$ cat src/hw/flash_cmd_pkg.sv
// flash_cmd_pkg: command codes, field positions, reset values and mode types
// shared by the flash bus command front end; assumes a 16-bit data bus.
package flash_cmd_pkg;
	// bus widths
	localparam int ADDR_W = 24;
	localparam int DATA_W = 16;
	// write-buffer depth, words
	localparam int BUF_WORDS = 32;
	localparam int BUF_IDX_W = 5;

	// command codes carried on the low data byte
	localparam logic [7:0] CMD_READ_ARRAY = 8'hff;
	localparam logic [7:0] CMD_READ_IDENT = 8'h90;
	localparam logic [7:0] CMD_READ_QUERY = 8'h98;
	localparam logic [7:0] CMD_READ_STATUS = 8'h70;
	localparam logic [7:0] CMD_CLEAR_STATUS = 8'h50;
	localparam logic [7:0] CMD_PROGRAM_A = 8'h40;
	localparam logic [7:0] CMD_PROGRAM_B = 8'h10;
	localparam logic [7:0] CMD_BUF_WRITE = 8'he8;
	localparam logic [7:0] CMD_CONFIRM = 8'hd0;
	localparam logic [7:0] CMD_ERASE = 8'h20;
	localparam logic [7:0] CMD_CONFIG = 8'h60;
	localparam logic [7:0] CMD_CONFIG_SET = 8'h03;
	localparam logic [7:0] CMD_PIN_CONFIG = 8'hb8;
	localparam logic [7:0] CMD_PROT_PROGRAM = 8'hc0;
	localparam logic [7:0] CMD_SUSPEND = 8'hb0;
	localparam logic [7:0] CMD_RESUME = 8'hd0;

	// status register
	localparam logic [7:0] STATUS_RESET = 8'h80;
	localparam int ST_READY_BIT = 7;
	localparam int ST_SUSP_BIT = 6;
	localparam int ST_ERASE_ERR_BIT = 5;
	localparam int ST_PROG_ERR_BIT = 4;

	// read configuration setting
	localparam logic [15:0] READ_CFG_RESET = 16'hffc7;
	localparam int READ_CFG_MODE_BIT = 15;
	localparam int CFG_ADDR_W = 16;

	// progress pin configuration: 0 is a busy level, others pulse on done
	localparam logic [7:0] PIN_CFG_RESET = 8'h00;
	localparam logic [7:0] PIN_CFG_LEVEL = 8'h00;

	// read modes of the output path
	typedef enum logic [1:0] {
		rd_array,
		rd_ident,
		rd_status,
		rd_query
	} read_mode_type;

	// operations handed to the array engine
	typedef enum logic [1:0] {
		op_word,
		op_buffer,
		op_erase,
		op_protect
	} op_kind_type;
endpackage

$ cat src/hw/flash_bus_command_interface.sv
// flash_bus_command_interface: bus-pin front end and command decoder of a
// nor flash; drives an array engine that runs program and erase itself.
// assumes all pins are already synchronous to clk; the engine reports busy,
// done and fail, and reads the write buffer through buf_rd_idx.
//
// Overview of operation
// - writes are asynchronous; burst clock never used
// - latch address/data at first rising strobe
// - output enable inactive floats data outputs
// - deselect floats outputs; no extra read latency
// - deselect never stops running program or erase
// - reset gives read array, status 0x80
// - reset pin low floats all output drivers
// - reset pin aborts program/erase, back to array
// - operation start switches reads to status
// - four read modes, changed by command or reset pin
// - code 0xff between sequences selects array reads
// - 0x90 ident, 0x98 query, 0x70 status, 0x50 clears
// - program: 0x40 or 0x10, then address and data
// - buffered: 0xe8, count, words, then 0xd0
// - erase: 0x20 in block, then 0xd0
// - 0x60,0x03 sets config from low address
// - 0xb8 then low data byte configures progress pin
// - 0xc0 then word programs protection area
// - page reads default; burst needs config enabled
// - output enable beats write strobe
// - config bit 15: 1 page, 0 burst
`timescale 1ns/100ps
`default_nettype none

module flash_bus_command_interface (
	input wire logic clk,
	input wire logic rst_n,
	// host bus pins
	input wire logic chip_select_n,
	input wire logic write_strobe_n,
	input wire logic output_enable_n,
	input wire logic device_reset_n,
	input wire logic [flash_cmd_pkg::ADDR_W-1:0] address,
	input wire logic [flash_cmd_pkg::DATA_W-1:0] data_in,
	output logic [flash_cmd_pkg::DATA_W-1:0] data_out,
	output logic data_oe,
	output logic progress_pin,
	// read sources behind the output mux
	output logic [flash_cmd_pkg::ADDR_W-1:0] read_addr,
	input wire logic [flash_cmd_pkg::DATA_W-1:0] array_rd_data,
	input wire logic [flash_cmd_pkg::DATA_W-1:0] ident_rd_data,
	input wire logic [flash_cmd_pkg::DATA_W-1:0] query_rd_data,
	// array engine
	output logic eng_start,
	output logic [1:0] eng_kind,
	output logic [flash_cmd_pkg::ADDR_W-1:0] eng_addr,
	output logic [flash_cmd_pkg::DATA_W-1:0] eng_data,
	output logic [flash_cmd_pkg::BUF_IDX_W:0] eng_count,
	output logic eng_suspend,
	output logic eng_resume,
	output logic eng_abort,
	input wire logic eng_busy,
	input wire logic eng_done,
	input wire logic eng_fail,
	input wire logic [flash_cmd_pkg::BUF_IDX_W-1:0] buf_rd_idx,
	output logic [flash_cmd_pkg::ADDR_W-1:0] buf_rd_addr,
	output logic [flash_cmd_pkg::DATA_W-1:0] buf_rd_data,
	// read configuration as seen by the read path
	output logic [15:0] read_config,
	output logic burst_enable
);

	// command sequencer states
	typedef enum logic [3:0] {
		seq_idle,
		seq_prog,
		seq_buf_count,
		seq_buf_data,
		seq_buf_confirm,
		seq_erase,
		seq_config,
		seq_pin,
		seq_protect
	} seq_type;

	// true when the low byte carries the given code
	function automatic logic is_cmd(input logic [15:0] d, input logic [7:0] c);
		is_cmd = (d[7:0] == c);
	endfunction

	// pin decode
	wire logic pin_reset = !device_reset_n;
	// output enable overrides a simultaneous strobe
	wire logic wr_active = !pin_reset && !chip_select_n && !write_strobe_n && output_enable_n;
	wire logic rd_active = !pin_reset && !chip_select_n && !output_enable_n;

	// write capture
	logic wr_active_r;
	logic [flash_cmd_pkg::ADDR_W-1:0] lat_addr_r;
	logic [flash_cmd_pkg::DATA_W-1:0] lat_data_r;
	// a write ends on the first rising of strobe or select
	wire logic commit = wr_active_r && !wr_active && !pin_reset;
	wire logic [7:0] code = lat_data_r[7:0];

	// control state
	seq_type seq_r, seq_nxt;
	flash_cmd_pkg::read_mode_type mode_r, mode_nxt;
	logic [6:0] status_r, status_nxt; // bit 7 is live ready
	logic [15:0] cfg_r, cfg_nxt;
	logic [7:0] pin_cfg_r, pin_cfg_nxt;
	logic suspended_r, suspended_nxt;
	logic [flash_cmd_pkg::BUF_IDX_W:0] buf_target_r, buf_target_nxt;
	logic [flash_cmd_pkg::BUF_IDX_W:0] buf_fill_r, buf_fill_nxt;
	logic [flash_cmd_pkg::ADDR_W-1:0] blk_addr_r, blk_addr_nxt;
	logic start_nxt, suspend_nxt, resume_nxt;
	flash_cmd_pkg::op_kind_type kind_r, kind_nxt;
	logic [flash_cmd_pkg::ADDR_W-1:0] op_addr_nxt;
	logic [flash_cmd_pkg::DATA_W-1:0] op_data_nxt;

	// write buffer memory, filled by the buffered sequence
	logic [flash_cmd_pkg::DATA_W-1:0] buf_data_mem [flash_cmd_pkg::BUF_WORDS];
	logic [flash_cmd_pkg::ADDR_W-1:0] buf_addr_mem [flash_cmd_pkg::BUF_WORDS];
	wire logic buf_write = commit && (seq_r == seq_buf_data);
	wire logic [flash_cmd_pkg::BUF_IDX_W-1:0] buf_wr_idx = buf_fill_r[flash_cmd_pkg::BUF_IDX_W-1:0];

	// status byte as read back; ready follows the engine live
	wire logic [7:0] status_byte = {!eng_busy, status_r};
	wire logic cfg_addr_ok = (lat_addr_r[flash_cmd_pkg::ADDR_W-1:flash_cmd_pkg::CFG_ADDR_W] == '0);
	// new operations are only taken while the engine rests
	wire logic eng_idle = !eng_busy && !suspended_r;

	// command decoder; the clock only samples pins, strobes carry the cycle
	always_comb begin
		seq_nxt = seq_r;
		mode_nxt = mode_r;
		status_nxt = status_r;
		cfg_nxt = cfg_r;
		pin_cfg_nxt = pin_cfg_r;
		suspended_nxt = suspended_r;
		buf_target_nxt = buf_target_r;
		buf_fill_nxt = buf_fill_r;
		blk_addr_nxt = blk_addr_r;
		start_nxt = 1'b0;
		suspend_nxt = 1'b0;
		resume_nxt = 1'b0;
		kind_nxt = kind_r;
		op_addr_nxt = eng_addr;
		op_data_nxt = eng_data;
		if (commit) begin
			case (seq_r)
				seq_idle: begin
					if (code == flash_cmd_pkg::CMD_READ_ARRAY) begin
						mode_nxt = flash_cmd_pkg::rd_array;
					end else if (code == flash_cmd_pkg::CMD_READ_IDENT) begin
						mode_nxt = flash_cmd_pkg::rd_ident;
					end else if (code == flash_cmd_pkg::CMD_READ_QUERY) begin
						mode_nxt = flash_cmd_pkg::rd_query;
					end else if (code == flash_cmd_pkg::CMD_READ_STATUS) begin
						mode_nxt = flash_cmd_pkg::rd_status;
					end else if (code == flash_cmd_pkg::CMD_CLEAR_STATUS) begin
						status_nxt[5:0] = 6'h00;
					end else if (code == flash_cmd_pkg::CMD_SUSPEND) begin
						// only a running operation can pause
						if (eng_busy) begin
							suspend_nxt = 1'b1;
							suspended_nxt = 1'b1;
							mode_nxt = flash_cmd_pkg::rd_status;
						end
					end else if (code == flash_cmd_pkg::CMD_RESUME && suspended_r) begin
						resume_nxt = 1'b1;
						suspended_nxt = 1'b0;
						mode_nxt = flash_cmd_pkg::rd_status;
					end else if (eng_idle) begin
						// setup codes; ignored while an operation holds the engine
						if (code == flash_cmd_pkg::CMD_PROGRAM_A || code == flash_cmd_pkg::CMD_PROGRAM_B) begin
							seq_nxt = seq_prog;
						end else if (code == flash_cmd_pkg::CMD_BUF_WRITE) begin
							seq_nxt = seq_buf_count;
							blk_addr_nxt = lat_addr_r;
							mode_nxt = flash_cmd_pkg::rd_status;
						end else if (code == flash_cmd_pkg::CMD_ERASE) begin
							seq_nxt = seq_erase;
							blk_addr_nxt = lat_addr_r;
						end else if (code == flash_cmd_pkg::CMD_CONFIG) begin
							seq_nxt = seq_config;
						end else if (code == flash_cmd_pkg::CMD_PIN_CONFIG) begin
							seq_nxt = seq_pin;
						end else if (code == flash_cmd_pkg::CMD_PROT_PROGRAM) begin
							seq_nxt = seq_protect;
						end
					end
				end
				seq_prog: begin
					// second cycle: target address and word
					start_nxt = 1'b1;
					kind_nxt = flash_cmd_pkg::op_word;
					op_addr_nxt = lat_addr_r;
					op_data_nxt = lat_data_r;
					mode_nxt = flash_cmd_pkg::rd_status;
					seq_nxt = seq_idle;
				end
				seq_buf_count: begin
					// a count beyond the buffer is a sequence error
					if (lat_data_r > 16'(flash_cmd_pkg::BUF_WORDS) || lat_data_r == 16'h0000) begin
						status_nxt[flash_cmd_pkg::ST_ERASE_ERR_BIT] = 1'b1;
						status_nxt[flash_cmd_pkg::ST_PROG_ERR_BIT] = 1'b1;
						seq_nxt = seq_idle;
					end else begin
						buf_target_nxt = lat_data_r[flash_cmd_pkg::BUF_IDX_W:0];
						buf_fill_nxt = '0;
						seq_nxt = seq_buf_data;
					end
				end
				seq_buf_data: begin
					buf_fill_nxt = buf_fill_r + 1'b1;
					if (buf_fill_r + 1'b1 == buf_target_r) begin
						seq_nxt = seq_buf_confirm;
					end
				end
				seq_buf_confirm, seq_erase: begin
					seq_nxt = seq_idle;
					mode_nxt = flash_cmd_pkg::rd_status;
					if (is_cmd(lat_data_r, flash_cmd_pkg::CMD_CONFIRM)) begin
						start_nxt = 1'b1;
						kind_nxt = (seq_r == seq_erase) ? flash_cmd_pkg::op_erase : flash_cmd_pkg::op_buffer;
						op_addr_nxt = blk_addr_r;
						op_data_nxt = lat_data_r;
					end else begin
						// anything else aborts the sequence and flags it
						status_nxt[flash_cmd_pkg::ST_ERASE_ERR_BIT] = 1'b1;
						status_nxt[flash_cmd_pkg::ST_PROG_ERR_BIT] = 1'b1;
					end
				end
				seq_config: begin
					// setting on low address lines, upper lines must be zero
					if (is_cmd(lat_data_r, flash_cmd_pkg::CMD_CONFIG_SET) && cfg_addr_ok) begin
						cfg_nxt = lat_addr_r[flash_cmd_pkg::CFG_ADDR_W-1:0];
					end
					seq_nxt = seq_idle;
				end
				seq_pin: begin
					pin_cfg_nxt = code;
					seq_nxt = seq_idle;
				end
				seq_protect: begin
					start_nxt = 1'b1;
					kind_nxt = flash_cmd_pkg::op_protect;
					op_addr_nxt = lat_addr_r;
					op_data_nxt = lat_data_r;
					mode_nxt = flash_cmd_pkg::rd_status;
					seq_nxt = seq_idle;
				end
				default: seq_nxt = seq_idle;
			endcase
		end
		// engine failure sets a flag; it wins over a clear in the same cycle
		if (eng_fail) begin
			if (kind_r == flash_cmd_pkg::op_erase) begin
				status_nxt[flash_cmd_pkg::ST_ERASE_ERR_BIT] = 1'b1;
			end else begin
				status_nxt[flash_cmd_pkg::ST_PROG_ERR_BIT] = 1'b1;
			end
		end
		status_nxt[flash_cmd_pkg::ST_SUSP_BIT] = suspended_nxt;
		// reset pin: abort, back to array reads, status to reset value
		if (pin_reset) begin
			seq_nxt = seq_idle;
			mode_nxt = flash_cmd_pkg::rd_array;
			status_nxt = flash_cmd_pkg::STATUS_RESET[6:0];
			cfg_nxt = flash_cmd_pkg::READ_CFG_RESET;
			suspended_nxt = 1'b0;
			start_nxt = 1'b0;
			suspend_nxt = 1'b0;
			resume_nxt = 1'b0;
		end
	end

	// output data select for the current read mode
	logic [flash_cmd_pkg::DATA_W-1:0] rd_mux;
	assign rd_mux = (mode_r == flash_cmd_pkg::rd_ident) ? ident_rd_data :
		(mode_r == flash_cmd_pkg::rd_query) ? query_rd_data :
		(mode_r == flash_cmd_pkg::rd_status) ? {8'h00, status_byte} : array_rd_data;

	// progress pin: busy level or a done pulse
	wire logic pin_nxt = (pin_cfg_r == flash_cmd_pkg::PIN_CFG_LEVEL) ? eng_busy : eng_done;

	// pin capture; address and data follow the bus while a write is active
	always_ff @(posedge clk or negedge rst_n) begin
		if (!rst_n) begin
			wr_active_r <= 1'b0;
			lat_addr_r <= '0;
			lat_data_r <= '0;
		end else begin
			wr_active_r <= wr_active;
			if (wr_active) begin
				lat_addr_r <= address;
				lat_data_r <= data_in;
			end
		end
	end

	// sequencer registers
	always_ff @(posedge clk or negedge rst_n) begin
		if (!rst_n) begin
			seq_r <= seq_idle;
			mode_r <= flash_cmd_pkg::rd_array;
			status_r <= flash_cmd_pkg::STATUS_RESET[6:0];
			cfg_r <= flash_cmd_pkg::READ_CFG_RESET;
			pin_cfg_r <= flash_cmd_pkg::PIN_CFG_RESET;
			suspended_r <= 1'b0;
			buf_target_r <= '0;
			buf_fill_r <= '0;
			blk_addr_r <= '0;
			kind_r <= flash_cmd_pkg::op_word;
		end else begin
			seq_r <= seq_nxt;
			mode_r <= mode_nxt;
			status_r <= status_nxt;
			cfg_r <= cfg_nxt;
			pin_cfg_r <= pin_cfg_nxt;
			suspended_r <= suspended_nxt;
			buf_target_r <= buf_target_nxt;
			buf_fill_r <= buf_fill_nxt;
			blk_addr_r <= blk_addr_nxt;
			kind_r <= kind_nxt;
		end
	end

	// engine handshake outputs; deselect has no effect here
	always_ff @(posedge clk or negedge rst_n) begin
		if (!rst_n) begin
			eng_start <= 1'b0;
			eng_kind <= 2'h0;
			eng_addr <= '0;
			eng_data <= '0;
			eng_count <= '0;
			eng_suspend <= 1'b0;
			eng_resume <= 1'b0;
			eng_abort <= 1'b0;
		end else begin
			eng_start <= start_nxt;
			eng_kind <= kind_nxt;
			eng_addr <= op_addr_nxt;
			eng_data <= op_data_nxt;
			eng_count <= buf_target_r;
			eng_suspend <= suspend_nxt;
			eng_resume <= resume_nxt;
			eng_abort <= pin_reset;
		end
	end

	// buffer storage; no reset needed, contents only valid once filled
	always_ff @(posedge clk) begin
		if (buf_write) begin
			buf_data_mem[buf_wr_idx] <= lat_data_r;
			buf_addr_mem[buf_wr_idx] <= lat_addr_r;
		end
		buf_rd_data <= buf_data_mem[buf_rd_idx];
		buf_rd_addr <= buf_addr_mem[buf_rd_idx];
	end

	// output path: one-cycle pipeline regardless of standby history
	always_ff @(posedge clk or negedge rst_n) begin
		if (!rst_n) begin
			data_out <= '0;
			data_oe <= 1'b0;
			read_addr <= '0;
			progress_pin <= 1'b0;
			read_config <= flash_cmd_pkg::READ_CFG_RESET;
			burst_enable <= 1'b0;
		end else begin
			data_out <= rd_mux;
			data_oe <= rd_active;
			read_addr <= address;
			progress_pin <= pin_reset ? 1'b0 : pin_nxt;
			read_config <= cfg_r;
			// burst only when configured and reading the array
			burst_enable <= !cfg_r[flash_cmd_pkg::READ_CFG_MODE_BIT] && (mode_r == flash_cmd_pkg::rd_array);
		end
	end

endmodule

`default_nettype wire

$ cat config.mk
export PLATFORM = sky130hd
export DESIGN_NAME = flash_bus_command_interface
export DESIGN_NICKNAME = d
export VERILOG_FILES = /design/src/hw/flash_cmd_pkg.sv /design/src/hw/flash_bus_command_interface.sv
export SDC_FILE = /design/constraint.sdc
export NUM_CORES = 1
export LEC_CHECK = 0
export BUFFER_PORTS_ARGS = -buffer_cell sky130_fd_sc_hd__buf_2
export CAP_MARGIN = 20
export CORE_AREA = 2 2 385 387
export CTS_CLUSTER_DIAMETER = 80
export DETAILED_ROUTE_END_ITERATION = 6
export DIE_AREA = 0 0 387 389
export HOLD_SLACK_MARGIN = 0.05
export PLACE_DENSITY = 0.54
export SETUP_SLACK_MARGIN = 0.15
export SYNTH_ARGS = -nofsm -noshare
export SYNTH_HDL_FRONTEND = slang
export SYNTH_SLANG_ARGS = --single-unit
$ cat constraint.sdc
create_clock -name clk -period 8.1 [get_ports clk]
set_clock_uncertainty 0.1 [all_clocks]
set_input_delay 1.62 -clock clk [delete_from_list [all_inputs] [get_ports clk]]
set_output_delay 1.62 -clock clk [all_outputs]
set_load 0.02 [all_outputs]
==> impl_metrics.py, run 1 <==
metrics = {
    "status": {
        "status": "finished clean",
    },
    "min_path": {
        "hp-class": "flip-flop to flip-flop",
        "hold_depth": 0,
        "hold_start": "cfg_r[0]",
        "min_to": "read_config[0]",
    },
    "synthesis": {
        "syn_area_mm2": 0.0583,
        "synthArstFlopShare_pct": 14.3,
        "synth.area.top_cells": "edfxtp_1, mux4_2, dfrtp_1, mux2_2, dfxtp_1",
        "synth_most_common_cell": "edfxtp_1",
        "syn_inst": 2591,
        "yosys.area.top_type_share_pct": 65.9,
        "ys.flop_type": "edfxtp_1",
        "synth_common_cells": "edfxtp_1, mux4_2, dfrtp_1",
        "netlist.top_cell.by_area": "edfxtp_1",
        "ys_seq_area_share_pct": 76.9,
        "syn_nets": 2697,
        "ys_ff_latch": 1541,
        "syn-mean-instance-area_um2": 22.5,
        "synth_edf_count": 1280,
        "synth_cell_types": 61,
        "ys_warn_count": 0,
    },
    "detailed_routing": {
        "drc": 0,
        "wirelength_um": 140000,
        "vias": 27800,
        "ant_nets": 0,
        "avgRoutedWirePerCell_um": 27.8,
        "firstDrtPassIters": 5,
        "drt_iter0_markers": 2817,
        "routed_via_density": 5.52,
    },
    "floorplan": {
        "start_util_pct": 39.8,
        "die_y_um": 389,
        "fp.dieW_um": 387,
        "die_area_mm2": 0.151,
        "num_rows": 141,
        "ios": 253,
        "core_mm2": 0.147,
    },
    "final_layout": {
        "num-nets-final": 3070,
        "area_growth_pct": 16.8,
        "instances_no_fill": 5034,
        "final_core_utilization_pct": 46.4,
        "drive_above_1_share_pct": 38.7,
    },
    "global_routing": {
        "grt_overflow": 0,
        "grt_max_degree": 114,
        "grt_pass1_wl_um": 204000,
        "grt_pass1_vias": 28700,
        "grt_antenna_before_repair": 12,
        "grt_usage_pct": 18.7,
    },
    "timing": {
        "fin_crit_ps": 4410,
        "rsz0062_at_grt": "no",
        "setup-violations-final": 0,
        "min_period_over_period_pct": 54.5,
        "slew_viol_final": 0,
        "setup_tns_ps": 0,
        "hold_viol_final": 0,
        "slew_headroom_pct": 24.9,
        "worst_pin_slew_ps": 1130,
        "fmax_mhz": 227,
    },
    "critical_path": {
        "rr_worst_depth": 6,
        "cp.arrival_ps": 4780,
        "crit_fanout": 24,
        "max_stage_delay_ps": 940,
        "critPathCaptureType": "flip-flop",
        "critPathLaunchType": "input port",
        "regToRegSetupSlack_ps": 4360,
        "r2r_start": "seq_r[0]",
        "crit_type": "input port to flip-flop",
        "cp.required_ps": 8470,
        "crit_chain": "buf_2, nand3_1, nor4_1, buf_2, nand2_1, nor2_4, buf_4",
        "r2r_end": "buf_data_mem[19][0]",
        "cp_slowest_cell": "nor2_4",
        "crit_top_cell": "buf_2",
    },
    "clock_network": {
        "clockBufferDepth": 3,
        "post-cts-setup-buffers": 0,
        "cts_made_buffers": 161,
        "h-tree-depth": 4,
        "clk_latency_ps": 800,
        "cts_resized": 0,
        "tritoncts": "done",
        "clock-sinks": 1541,
        "holdBufCountCts": 0,
        "cts-root-buf": "clkbuf_16",
        "clk_pin_slew_ps": 60,
    },
    "pwr": {
        "peakVddDrop_v": 0.000162,
        "p_per_area_mw_per_mm2": 268,
        "p_leak_nw": 23.0,
    },
    "place": {
        "place_inst": 4730,
        "numPortBuffers": 252,
        "place_hpwl_um": 87100,
        "gp_congestion": 0.800,
    },
    "flow_run": {
        "max_cap_viol_count": 0,
    },
}
-- worst max path at each step --
stage	startpoint	slack [ps]	cells past startpoint	to
4_1_cts	device_reset_n	2970	6	buf_data_mem[18][1]
2_1_floorplan	output_enable_n	3070	5	buf_addr_mem[13][0]
5_1_grt	device_reset_n	3530	7	buf_data_mem[18][1]
3_3_place_gp	device_reset_n	2130	6	buf_addr_mem[19][21]
6_report	device_reset_n	3690	7	buf_data_mem[19][0]
3_5_place_dp	device_reset_n	2090	6	buf_addr_mem[18][21]
-- cells in the final DEF (no fill, tap or decap), types with 5 or more instances in the layout --
cell type,count
nor3_1,12
mux4_2,404
bufinv_16,17
a21oi_1,6
nor4_1,8
clkinv_1,25
nand2_1,68
clkbuf_1,45
mux2i_1,43
buf_4,79
dfrtp_1,191
edfxtp_1,1280
nor2b_1,5
nand3_1,10
a22o_1,16
clkinv_2,23
dfstp_2,26
o21ai_0,37
buf_12,16
nor2_1,21
nor3b_1,5
inv_1,9
clkbuf_8,10
nand3b_1,5
dfxtp_1,40
mux2_2,143
nand4_1,6
clkbuf_16,167
xnor2_1,6
xor2_1,7
nor2_4,33
buf_2,248
or3_1,8
clkinv_8,5
-- layout make-up --
class | count | area [um^2]
Antenna cell | 2 | 5.00
Clock buffer | 222 | 4490
Clock inverter | 79 | 903
Fill cell | 12100 | 78500
Inverter | 10 | 37.5
Multi-Input combinational cell | 902 | 13200
Sequential cell | 1541 | 44800
Tap cell | 1930 | 2410
Timing Repair Buffer | 348 | 2240
-- per-stage QoR --
stage | setup WS (ps) | hold WS (ps) | area [um^2] | power, mW
6_report | 3690 | 269 | 68100 | 18.3
5_1_grt | 3530 | 274 | 68100 | 18.9
2_1_floorplan | 3070 | 253 | 58300 | 10.2
4_1_cts | 2970 | 272 | 68100 | 18.5
3_5_place_dp | 2090 | 258 | 62700 | 11.0
3_3_place_gp | 2130 | 257 | 62400 | 10.9
-- kinds of logic after synthesis --
kind of cell | synth area share, %
buffers and inverters | 0.983
flip-flops | 76.9
AO/OA/AOI/OAI | 1.12
XOR/XNOR | 0.195
adder cells (fa/ha/maj) | 0.0859
multiplexers | 19.1
AND/OR/NAND/NOR | 1.65
-- state kept, by name, indices dropped and copies added, names as in the netlist, 8 cells and up --
register and cells:
data_out 16, buf_rd_data 16, buf_addr_mem 768, eng_addr 24
eng_data 16, read_config 16, lat_addr_r 24, cfg_r 16
buf_rd_addr 24, pin_cfg_r 8, blk_addr_r 24, buf_data_mem 512
lat_data_r 16, read_addr 24
-- layer usage --
metal	wire length (um)	track usage, %	vias up
li1	-	-	11500
met1	64300	28.6	15000
met2	63300	27.7	1052
met3	9870	3.75	188
met4	2230	4.16	4
met5	26	0	-
-- report_power, final --
group / switching (mW) / internal [mW]
Sequential: 0.144 / 9.07
Clock: 3.05 / 4.43
Combinational: 1.07 / 0.494
Total: 4.27 / 14.0
-- critical path, delay by kind of cell --
| family | cells | cell delay (ps) |
|---|---|---|
| buf+inv | 3 | 1070 |
| simple gates | 4 | 2020 |
Note: power is estimated with default switching activity, not from simulation.
==> run 2: changes to the inputs <==
Settings changed: ABC_AREA set to 1, CORE_AREA 2 2 385 387 to 2 2 389 391, DIE_AREA 0 0 387 389 to 0 0 391 393.
Clock period 8.1 ns to 4.4 ns, I/O delays scaled along.
==> run 2 against run 1 <==
  * Sequential power increased by 91%
  * Critical path depth increased by 3
  * Global-route usage increased by 4.1 points
  * Register-to-register slack got worse by 3200 ps
  * Wire length increased by 26%
  * Synthesized cell count increased by 77%
  * Sequential cell count unchanged
  * Worst hold slack got worse by 220 ps
  * Largest power group unchanged
  * Highest routed layer unchanged
==> impl_metrics.py, run 2 <==
metrics = {
    "detailed_routing": {
        "firstDrtPassIters": 7,
        "drt_iter0_markers": 3968,
        "ant_nets": 0,
        "vias": 38800,
        "drc": 0,
        "wirelength_um": 176000,
        "avgRoutedWirePerCell_um": 25.4,
        "routed_via_density": 5.61,
    },
    "clock_network": {
        "clock-sinks": 1541,
        "clk_latency_ps": 790,
        "cts_made_buffers": 157,
        "cts_resized": 0,
        "post-cts-setup-buffers": 0,
        "clockBufferDepth": 3,
        "tritoncts": "done",
        "h-tree-depth": 4,
        "cts-root-buf": "clkbuf_16",
        "holdBufCountCts": 1,
        "clk_pin_slew_ps": 60,
    },
    "timing": {
        "slew_viol_final": 0,
        "fin_crit_ps": 3230,
        "fmax_mhz": 310,
        "rsz0062_at_grt": "no",
        "worst_pin_slew_ps": 1050,
        "setup_tns_ps": 0,
        "fin_hold_ws_ps": 51.6,
        "setup_slack_ps": 1170,
        "setup-violations-final": 0,
        "slew_headroom_pct": 30.0,
        "min_period_over_period_pct": 73.4,
        "hold_viol_final": 0,
    },
    "critical_path": {
        "critPathCaptureType": "flip-flop",
        "crit_chain": "nor2_2, inv_2, nor2_1, inv_1, nor2_1, inv_1, nor2_2, nand2_1, nor2_4, buf_4",
        "cp_slowest_cell": "nand2_1",
        "crit_type": "flip-flop to flip-flop",
        "max_stage_delay_ps": 510,
        "crit_fanout": 23,
        "crit_family": "simple AND/OR/NAND/NOR gates",
        "crit_cells": 10,
        "crit_buf_inv": 4,
        "critPathLaunchType": "flip-flop",
        "cp.arrival_ps": 3540,
        "cp.required_ps": 4710,
        "rr_worst_depth": 10,
    },
    "floorplan": {
        "die_y_um": 393,
        "core_mm2": 0.149,
        "num_rows": 142,
        "start_util_pct": 39.9,
        "fp.dieW_um": 391,
        "ios": 253,
        "die_area_mm2": 0.154,
    },
    "final_layout": {
        "most-common-layout-cells": "edfxtp_1, nor2_1, o21ai_0, nand2_1, nand3_1",
        "reg_top3": "buf_addr_mem (768), buf_data_mem (512)",
        "num-nets-final": 4948,
        "mostFrequentLayoutCell": "edfxtp_1",
        "nFillCells": 13200,
        "largest_register_ffs": 768,
        "area_growth_pct": 16.4,
        "regMostFlops": "buf_addr_mem",
        "drive_above_1_share_pct": 15.0,
        "final_area_mm2": 0.0693,
    },
    "synthesis": {
        "syn_area_mm2": 0.0596,
        "ys_warn_count": 0,
        "ys.flop_type": "edfxtp_1",
        "yosys.area.top_type_share_pct": 64.5,
        "syn-mean-instance-area_um2": 13.0,
        "synth_most_common_cell": "edfxtp_1",
        "synth_common_cells": "edfxtp_1, nor2_1, o21ai_0",
        "synth_edf_count": 1280,
        "synthArstFlopShare_pct": 14.3,
        "ys_ff_latch": 1541,
        "syn_inst": 4592,
        "netlist.top_cell.by_area": "edfxtp_1",
        "syn_nets": 4698,
        "synth.area.top_cells": "edfxtp_1, dfrtp_1, o21ai_0, nor2_1, o221ai_1",
        "synth_cell_types": 42,
        "ys_seq_area_share_pct": 75.2,
    },
    "global_routing": {
        "grt_pass1_wl_um": 256000,
        "grt_pass1_vias": 37200,
        "grt_overflow": 0,
        "grt_antenna_before_repair": 5,
        "grt_max_degree": 167,
        "grt_usage_pct": 22.8,
    },
    "place": {
        "placedInstanceArea_mm2": 0.0640,
        "place_hpwl_um": 102000,
        "post-place-ws_ps": 924,
        "gp_congestion": 0.835,
        "numPortBuffers": 252,
    },
    "pwr": {
        "p_total_mw": 34.5,
        "p_leak_nw": 24.0,
        "peakVddDrop_v": 0.000402,
        "p_per_area_mw_per_mm2": 498,
    },
    "min_path": {
        "hp-class": "input port to asynchronous set/reset pin",
    },
    "flow_run": {
        "max_cap_viol_count": 0,
    },
    "status": {
        "status": "finished clean",
    },
}
## run 2: cell count changes in the layout (fill, tap and decap cells not counted), sizes merged, moves of 16 or more
cell    change
o221ai    +244
a22o       -16
nor2      +676
o21ai     +810
nand3     +259
inv       +111
o22ai      +36
mux2      -143
mux2i      -43
buf        +57
nand2     +245
and2       +39
a21oi      +79
mux4      -404
## run 2: area by class of cell
class / instances / area (um^2) / area share [%]
clock inverter: 72 / 840 / 1.21
timing repair buffer: 406 / 3040 / 4.39
clock buffer: 216 / 4480 / 6.46
tap: 1944 / 2430 / 3.51
sequential: 1541 / 44800 / 64.7
inverter: 120 / 484 / 0.699
multi-input combinational: 2616 / 13200 / 19.1
antenna: 3 / 7.51 / 0.0108
## run 2: final timing paths
path,start,slack (ps),end
worst max register to register,seq_r[3],1170,buf_addr_mem[19][8]
min in group clk,address[14],120,read_addr[14]
max in group asynchronous,rst_n,3140,read_config[6]
worst max-delay path,seq_r[3],1170,buf_addr_mem[19][8]
worst min-delay path,rst_n,50,read_addr[6]
worst min register to register,cfg_r[10],260,read_config[10]
## run 2: kinds of logic after synthesis
logic type               Yosys count  share of synthesized area (%)
AO/OA/AOI/OAI                   1228                           12.0
XOR/XNOR                           6                          0.111
buffers and inverters            435                           3.03
flip-flops                      1541                           75.2
AND/OR/NAND/NOR                 1378                           9.58
adder cells (fa/ha/maj)            4                         0.0840
## run 2: layer usage
layer	global-route usage, %	vias up	share of wire [%]
met3	4.56	206	7.6
li1	-	17500	-
met4	6.26	2	2.1
met1	32.4	19700	44
met5	0	-	0.0068
met2	35.7	1413	46
## run 2: metrics by stage
step,instances,utilization (%)
CTS,6914,46.4
floorplan,4592,-
global placement,6623,42.8
finish,6918,46.4
detailed placement,6625,42.9
global route,6915,46.4
## run 2: power breakdown
part           internal, mW  total, mW  switching, mW
registers              16.9       17.6          0.772
clock network          8.03       13.7           5.64
logic                 0.860       3.22           2.36
